$ cat config.mk
export PLATFORM = sky130hd
export DESIGN_NAME = sbsr_top
export DESIGN_NICKNAME = d
export VERILOG_FILES = /design/src/include/sbsr_pkg.sv /design/src/include/sbsr_err_if.sv /design/src/hw/sbsr_err_latch.sv /design/src/hw/sbsr_top.sv
export SDC_FILE = /design/constraint.sdc
export NUM_CORES = 1
export LEC_CHECK = 0
export BUFFER_PORTS_ARGS = -buffer_cell sky130_fd_sc_hd__buf_2
export CORE_ASPECT_RATIO = 0.9
export CORE_MARGIN = 2
export CORE_UTILIZATION = 46
export DETAILED_ROUTE_END_ITERATION = 10
export GPL_TIMING_DRIVEN = 0
export HOLD_SLACK_MARGIN = 0.03
export PLACE_DENSITY = 0.86
export SLEW_MARGIN = 0
export SYNTH_ARGS = -nofsm -noshare
export SYNTH_HDL_FRONTEND = slang
export SYNTH_HIERARCHICAL = 1
export SYNTH_SLANG_ARGS = --single-unit
$ cat constraint.sdc
create_clock -name pclk -period 2.4 [get_ports pclk]
set_input_delay 0.48 -clock pclk [delete_from_list [all_inputs] [get_ports pclk]]
set_output_delay 0.48 -clock pclk [all_outputs]
set_load 0.01 [all_outputs]
$ cat src/include/sbsr_pkg.sv
// Constants for the status byte and service request block
// Assumes a 32-bit APB register bus on one 200 MHz clock
package sbsr_pkg;
  // ------------------------------------------------------------------
  // Register map
  // ------------------------------------------------------------------
  localparam int SBSR_AW = 8;
  localparam logic [7:0] SBSR_OFF_MASK = 8'h00;
  localparam logic [7:0] SBSR_OFF_POLL = 8'h04;
  localparam logic [7:0] SBSR_OFF_ERRW = 8'h08;
  localparam logic [7:0] SBSR_OFF_ISR = 8'h0C;
  localparam logic [7:0] SBSR_OFF_IMR = 8'h10;
  localparam logic [7:0] SBSR_OFF_CMD = 8'h14;
  // ------------------------------------------------------------------
  // Status byte and mask fields
  // ------------------------------------------------------------------
  localparam int SB_OVF = 0;
  localparam int SB_FULL = 1;
  localparam int SB_DONE = 3;
  localparam int SB_RDY = 4;
  localparam int SB_ERR = 5;
  localparam int SB_RQS = 6;
  localparam int SB_SPARE_LO = 2;
  localparam int SB_SPARE_HI = 7;
  localparam logic [7:0] SBSR_MASK_VALID = 8'h3B;
  localparam logic [7:0] SBSR_MASK_RST = 8'h00;
  localparam logic [7:0] SBSR_BYTE_ZERO = 8'h00;
  // ------------------------------------------------------------------
  // Error word, interrupt and command fields
  // ------------------------------------------------------------------
  localparam int EW_ILLEGAL = 0;
  localparam int EW_NOT_REMOTE = 1;
  localparam int EW_OVERRUN = 2;
  localparam int EW_CAL = 3;
  localparam int SBSR_EW_W = 4;
  localparam logic [SBSR_EW_W-1:0] SBSR_EW_RST = 4'h0;
  localparam int IRQ_SRQ = 0;
  localparam int IRQ_ERR = 1;
  localparam int SBSR_IRQ_W = 2;
  localparam logic [SBSR_IRQ_W-1:0] SBSR_IRQ_RST = 2'h0;
  localparam int CMD_DEV_CLEAR = 0;
  localparam logic [31:0] SBSR_DATA_ZERO = 32'h0000_0000;
endpackage

$ cat src/include/sbsr_err_if.sv
// Bundle between the status logic and the error word latch
// Assumes both ends share pclk and presetn
interface sbsr_err_if;
  import sbsr_pkg::*;
  logic [SBSR_EW_W-1:0] src;
  logic [SBSR_EW_W-1:0] clr;
  logic [SBSR_EW_W-1:0] word;
  logic flag;
  modport latch (input src, input clr, output word, output flag);
  modport user (output src, output clr, input word, input flag);
endinterface

$ cat src/hw/sbsr_err_latch.sv
// Sticky error word and the latched error flag
// Assumes one-cycle error pulses and a clear mask from a word read
module sbsr_err_latch
  import sbsr_pkg::*;
(
  input wire logic pclk,
  input wire logic presetn,
  sbsr_err_if.latch e
);
  logic [SBSR_EW_W-1:0] word_r;
  logic [SBSR_EW_W-1:0] word_nxt;
  logic flag_r;
  logic flag_nxt;

  // ------------------------------------------------------------------
  // Latch
  // ------------------------------------------------------------------
  always_comb begin
    word_nxt = (word_r & ~e.clr) | e.src;
    flag_nxt = |word_nxt;
  end

  always_ff @(posedge pclk or negedge presetn) begin
    if (!presetn) begin
      word_r <= SBSR_EW_RST;
      flag_r <= 1'b0;
    end else begin
      word_r <= word_nxt;
      flag_r <= flag_nxt;
    end
  end

  assign e.word = word_r;
  assign e.flag = flag_r;
endmodule

$ cat src/hw/sbsr_top.sv
// Status byte, service request mask and error flag with APB registers
// Assumes synchronous condition inputs and one-cycle error pulses
//
// Behaviour
// - Illegal command or illegal command option sets the error condition.
// - Programming while not in remote sets the error condition.
// - Trigger arriving while a reading is in progress sets the error condition.
// - Calibration value out of limits sets the error condition.
// - Mask bit five (32) makes an error assert service request while error requests are armed.
// - Error word query clears error bit and re-arms error requests.
// - Controller polls status byte after request; the poll releases the line.
// - Status byte frozen when a request is generated.
// - Request flag bit six cleared by a status byte read.
// - Status byte stays readable with all requests disabled.
// - Without pending request bits 0, 1, 3, 4 track live conditions.
// - Error bit latches without a request until the error word is read.
// - Mask value 3 enables overflow and store-full requests.
// - Mask value 40 enables reading-done and error requests.
// - Mask is sum of weights 1, 2, 8, 16, 32; several at once.
// - Power-up and device clear reset the mask to zero.
// - Status bits two and seven always read zero.
module sbsr_top
  import sbsr_pkg::*;
(
  input wire logic pclk,
  input wire logic presetn,
  input wire logic psel,
  input wire logic penable,
  input wire logic pwrite,
  input wire logic [SBSR_AW-1:0] paddr,
  input wire logic [31:0] pwdata,
  output logic [31:0] prdata,
  output logic pready,
  output logic pslverr,
  input wire logic illegal_command_error,
  input wire logic illegal_option_error,
  input wire logic prog_not_remote,
  input wire logic trigger_in,
  input wire logic reading_busy,
  input wire logic cal_out_of_limits,
  input wire logic cond_overflow,
  input wire logic cond_store_full,
  input wire logic cond_reading_done,
  input wire logic cond_ready,
  output logic srq,
  output logic irq
);
  // ------------------------------------------------------------------
  // Error word latch
  // ------------------------------------------------------------------
  sbsr_err_if eif ();
  logic [SBSR_EW_W-1:0] ew_clr;

  assign eif.src[EW_ILLEGAL] = illegal_command_error | illegal_option_error;
  assign eif.src[EW_NOT_REMOTE] = prog_not_remote;
  assign eif.src[EW_OVERRUN] = trigger_in & reading_busy;
  assign eif.src[EW_CAL] = cal_out_of_limits;
  assign eif.clr = ew_clr;

  sbsr_err_latch u_err (
    .pclk(pclk),
    .presetn(presetn),
    .e(eif.latch)
  );

  // ------------------------------------------------------------------
  // State
  // ------------------------------------------------------------------
  logic [7:0] mask_r, mask_nxt;
  logic [7:0] frozen_r, frozen_nxt;
  logic rqs_r, rqs_nxt;
  logic armed_r, armed_nxt;
  logic flag_d_r, flag_d_nxt;
  logic [SBSR_IRQ_W-1:0] isr_r, isr_nxt;
  logic [SBSR_IRQ_W-1:0] imr_r, imr_nxt;
  logic [31:0] prdata_r, prdata_nxt;
  logic pready_r, pready_nxt;
  logic pslverr_r, pslverr_nxt;
  logic srq_r, irq_r;
  logic [7:0] live;
  logic [7:0] req_src;
  logic [7:0] poll_byte;
  logic setup, acc, wr_acc, rd_acc, mapped, fire, poll_clr, query, dev_clr;

  // ------------------------------------------------------------------
  // Status byte and request
  // ------------------------------------------------------------------
  always_comb begin
    live = SBSR_BYTE_ZERO;
    live[SB_OVF] = cond_overflow;
    live[SB_FULL] = cond_store_full;
    live[SB_DONE] = cond_reading_done;
    live[SB_RDY] = cond_ready;
    live[SB_ERR] = eif.flag;
    req_src = live;
    req_src[SB_ERR] = eif.flag & armed_r;
    poll_byte = rqs_r ? frozen_r : live;
  end

  // ------------------------------------------------------------------
  // APB decode
  // ------------------------------------------------------------------
  always_comb begin
    setup = psel & ~penable;
    acc = psel & penable & pready_r;
    wr_acc = acc & pwrite;
    rd_acc = acc & ~pwrite;
    mapped = (paddr == SBSR_OFF_MASK) || (paddr == SBSR_OFF_POLL) ||
      (paddr == SBSR_OFF_ERRW) || (paddr == SBSR_OFF_ISR) ||
      (paddr == SBSR_OFF_IMR) || (paddr == SBSR_OFF_CMD);
    poll_clr = rd_acc && paddr == SBSR_OFF_POLL && prdata_r[SB_RQS];
    query = rd_acc && paddr == SBSR_OFF_ERRW;
    ew_clr = query ? prdata_r[SBSR_EW_W-1:0] : SBSR_EW_RST;
    dev_clr = wr_acc && paddr == SBSR_OFF_CMD && pwdata[CMD_DEV_CLEAR];
    fire = ~rqs_r & |(req_src & mask_r);
  end

  // ------------------------------------------------------------------
  // Next state
  // ------------------------------------------------------------------
  always_comb begin
    mask_nxt = mask_r;
    frozen_nxt = frozen_r;
    rqs_nxt = rqs_r;
    armed_nxt = armed_r;
    flag_d_nxt = eif.flag;
    isr_nxt = isr_r;
    imr_nxt = imr_r;
    pready_nxt = setup;
    pslverr_nxt = setup & ~mapped;
    prdata_nxt = prdata_r;
    if (wr_acc && paddr == SBSR_OFF_MASK) begin
      mask_nxt = pwdata[7:0] & SBSR_MASK_VALID;
    end
    if (dev_clr) begin
      mask_nxt = SBSR_MASK_RST;
    end
    if (wr_acc && paddr == SBSR_OFF_IMR) begin
      imr_nxt = pwdata[SBSR_IRQ_W-1:0];
    end
    if (wr_acc && paddr == SBSR_OFF_ISR) begin
      isr_nxt = isr_r & ~pwdata[SBSR_IRQ_W-1:0];
    end
    if (query) begin
      armed_nxt = 1'b1;
    end
    if (poll_clr) begin
      rqs_nxt = 1'b0;
    end
    if (fire) begin
      rqs_nxt = 1'b1;
      frozen_nxt = live;
      frozen_nxt[SB_RQS] = 1'b1;
      if (req_src[SB_ERR] & mask_r[SB_ERR]) begin
        armed_nxt = 1'b0;
      end
      isr_nxt[IRQ_SRQ] = 1'b1;
    end
    if (eif.flag & ~flag_d_r) begin
      isr_nxt[IRQ_ERR] = 1'b1;
    end
    if (setup) begin
      prdata_nxt = SBSR_DATA_ZERO;
      if (!pwrite) begin
        case (paddr)
          SBSR_OFF_MASK: prdata_nxt[7:0] = mask_r;
          SBSR_OFF_POLL: prdata_nxt[7:0] = poll_byte;
          SBSR_OFF_ERRW: prdata_nxt[SBSR_EW_W-1:0] = eif.word;
          SBSR_OFF_ISR: prdata_nxt[SBSR_IRQ_W-1:0] = isr_r;
          SBSR_OFF_IMR: prdata_nxt[SBSR_IRQ_W-1:0] = imr_r;
          default: prdata_nxt = SBSR_DATA_ZERO;
        endcase
      end
    end
  end

  // ------------------------------------------------------------------
  // Registers
  // ------------------------------------------------------------------
  always_ff @(posedge pclk or negedge presetn) begin
    if (!presetn) begin
      mask_r <= SBSR_MASK_RST;
      frozen_r <= SBSR_BYTE_ZERO;
      rqs_r <= 1'b0;
      armed_r <= 1'b1;
      flag_d_r <= 1'b0;
      isr_r <= SBSR_IRQ_RST;
      imr_r <= SBSR_IRQ_RST;
      prdata_r <= SBSR_DATA_ZERO;
      pready_r <= 1'b0;
      pslverr_r <= 1'b0;
      srq_r <= 1'b0;
      irq_r <= 1'b0;
    end else begin
      mask_r <= mask_nxt;
      frozen_r <= frozen_nxt;
      rqs_r <= rqs_nxt;
      armed_r <= armed_nxt;
      flag_d_r <= flag_d_nxt;
      isr_r <= isr_nxt;
      imr_r <= imr_nxt;
      prdata_r <= prdata_nxt;
      pready_r <= pready_nxt;
      pslverr_r <= pslverr_nxt;
      srq_r <= rqs_nxt;
      irq_r <= |(isr_nxt & imr_nxt);
    end
  end

  assign prdata = prdata_r;
  assign pready = pready_r;
  assign pslverr = pslverr_r;
  assign srq = srq_r;
  assign irq = irq_r;
endmodule

==> summary.md <==
| Metric | Value |
|---|---|
| Vias in the first global route | `1464` |
| Status | `completed` |
| Critical Path Start Type | `input port` |
| EDFF count, synth | `0` |
| CTS tree | `done` |
| CTS root buffer | `clkbuf_8` |
| Initial DRC count | `145` |
| Dpl cells | `289` |
| Hold Vio Cnt, Final | `0` |
| Crit path kind | `input port to flop` |
| Fmax achieved | `443 MHz` |
| Gate Count Post-Synth | `182` |
| Layout cells sized above 1 | `37.1%` |
| Post-Route WL | `4.17 mm` |
| Post-layout min period | `2.26 ns` |
| Dpl hpwl | `3.14 mm` |
| Leakage | `1.11 nW` |
| I/O pin cnt | `91` |
| GPL Wtd Cong | `0.903` |
| Non-filler instance count after layout | `297` |
| Die footprint | `0.00459 mm²` |
| Slowest stage cell on the critical path | `or4_4` |
| Initial DRT Pass Iterations | `4` |
| Antenna violations before repair | `0` |
| Largest net degree at the start of global routing | `34` |
| Ant. Diodes | `0` |
| R2R Path End | `u_err/e.flag` |
| Final Slew Violations | `0` |
| Mapped Avg Cell Area | `10.3 µm²` |
| Cell family with most CP delay | `simple AND/OR/NAND/NOR gates` |
| Flops & latches, synth | `33` |
| Row cnt | `21` |
| Main synth FF type | `dfrtp_1` |
| Pwr dens | `493 mW/mm²` |
| Pre-CTS setup slack | `-0.316 ns` |
| Clock Skew | `0.00952 ns` |
| Met2 Use GR | `30.4%` |
| Core area | `0.00381 mm²` |
| P&R area growth vs syn | `23.4%` |
| Most used routing layer | `met2` |
| Buffers and inverters on the worst path | `2` |
| Final setup viols | `0` |
| DR vias/cell | `5.20` |
| Initial core utilization | `49.1%` |
| Asr flop ratio synth | `100%` |
| Critical Path AT | `2.42 ns` |
| Synth area leaders | `dfrtp_1 43%, buf_4 10%, mux2_2 5.4%` |
| Setup Buffers After CTS | `0` |
| Worst slew pin tran | `0.731 ns` |
| R2r startpoint | `pready` |
| Synth top area share | `42.8%` |
| ANT nets after route | `0` |
| CP peak stage delay | `0.50 ns` |
| GR Util met1 | `25.6%` |
| Peak VDD IR | `0.234 mV` |
| Worst Slack Setup Final | `0.142 ns` |
| Setup slack, reg-to-reg | `0.49 ns` |
| Mapped cell area | `0.00187 mm²` |
| Library cells used by synthesis | `42` |
| Clock Tree Buf Depth | `2` |
| Top-count cell post-synth | `dfrtp_1` |
| Total power | `1.14 mW` |
| Clock latency on the worst-skew pair | `0.29 ns` |
| Reg2Reg Depth | `6` |
| Average routed wire per standard cell | `14.1 µm` |
| Total track usage | `19.5%` |
| Critical path required time | `2.56 ns` |
| Cts bufs inserted | `5` |
| Clock slew at reported path FFs | `0.07 ns` |
| Met3 usage in global routing | `5.60%` |
| CP Capture Type | `flop` |
| Nets@finish | `305` |
| Register area share after synthesis | `44.2%` |
| Grt ovf | `0` |
| Crit-path cells | `buf_2 > nor4b_4 > nand2_1 > nor4_4 > and2_1 > inv_1 > a21o_1 > or4_4` |
| Die Wd | `71.2 µm` |
| Placed Area | `0.00220 mm²` |
| Post-route DRC violation count | `0` |
| H-tree depth | `2` |
| Max capacitance violation total | `0` |
| Hold crit path type | `input port to asynchronous set/reset pin` |
| # port buffers | `37` |
| Final Cycle Share | `94.1%` |
| Most area-hungry cell type in the Yosys netlist | `dfrtp_1` |
| Design area | `0.00231 mm²` |
| Sink Count | `33` |
| Commonest cells post-synth | `32 x dfrtp_1, 26 x buf_4, 11 x nand2_1, 11 x nand3_1, 9 x mux2_2` |
| Die Ht | `64.5 µm` |
| Detailed-route via count | `1543` |
| Worst-case headroom to the max-slew limit | `51.3%` |
| Syn. warnings | `6` |
| Max Fanout on Critical Path | `5` |
| First-pass GRT wire length | `6.86 mm` |
| RSZ-0062 raised after global routing | `no` |
state kept, by name, indices dropped and copies added, names as in the netlist:
register      cells
imr_r             2
mask_r            5
irq               1
pslverr           1
srq               1
pready            1
isr_r             2
armed_r           1
u_err/e.word      4
frozen_r          6
prdata            7
flag_d_r          1
u_err/e.flag      1
worst max-delay path by stage:
stage | depth (start not counted) | end | from
after floorplan | 7 | u_err/e.flag | paddr[1]
after global placement | 8 | u_err/e.flag | paddr[1]
after detailed placement | 8 | u_err/e.flag | paddr[1]
after CTS | 8 | u_err/e.flag | paddr[5]
after global routing | 8 | u_err/e.flag | paddr[1]
final | 8 | u_err/e.flag | paddr[1]
what timing repair did:
action                                  in CTS  in global routing
hold buffers                                 0                  0
gates resized for setup                      1                  1
endpoints found under the setup margin       1                  1
cell type report:
| type | instances | area, µm² |
|---|---|---|
| fill | 337 | 1500 |
| multi-input combinational | 136 | 907 |
| sequential | 33 | 827 |
| buffer | 30 | 214 |
| timing repair buffer | 37 | 185 |
| clock buffer | 8 | 90.1 |
| tap | 46 | 57.6 |
| inverter | 7 | 26.3 |
layer usage:
layer / part of all wire [%] / vias to the layer above / wire length, µm
li1: - / 738 / -
met1: 43 / 725 / 1790
met2: 48 / 73 / 1990
met3: 8.3 / 7 / 348
met4: 1.2 / 0 / 51
met5: 0 / - / 0
power breakdown:
part	internal (mW)	switching, mW	total [mW]
sequential	0.563	0.00360	0.567
combinational	0.0636	0.0795	0.143
clock	0.234	0.193	0.427
metrics by stage:
step | utilization (%) | TNS, ns | hold WS (ns)
2_1_floorplan | - | 0 | 0.184
3_3_place_gp | 57.8 | -0.224 | 0.453
3_5_place_dp | 57.8 | -0.316 | 0.460
4_1_cts | 60.4 | 0 | 0.271
5_1_grt | 60.6 | 0 | 0.306
6_report | 60.6 | 0 | 0.248
worst reg2reg max path: cells and delay by family (launching register included):
kind	cells	cell delay, ns
AOI/OAI and AO/OA	1	0.19
buffers and inverters	1	0.04
DFF	1	0.38
and+or+nand+nor	4	1.18
cells by family (layout without fill, tap and decap cells):
kind of cell    count (synthesis)  count (layout)  share of synthesized area [%]
flops                          33              33                           44.2
buf+inv                        37              82                           12.9
mux                            15              15                           8.90
compound gates                 36              36                           13.3
other cells                     1              25                          0.201
simple gates                   60              60                           20.5
cells in the final DEF, fill, tap and decap left out, drive strengths merged, types with 3 or more instances in the layout:
cell / count
conb: 25
o21ai: 6
mux2i: 5
mux2: 10
nand4: 4
dfrtp: 32
nand3: 11
a21o: 5
o31ai: 3
a21oi: 7
nand2b: 4
nand2: 11
clkbuf: 9
inv: 7
nor2: 8
buf: 66
a22o: 4
and2: 7
(Power assumes the default switching activity.)
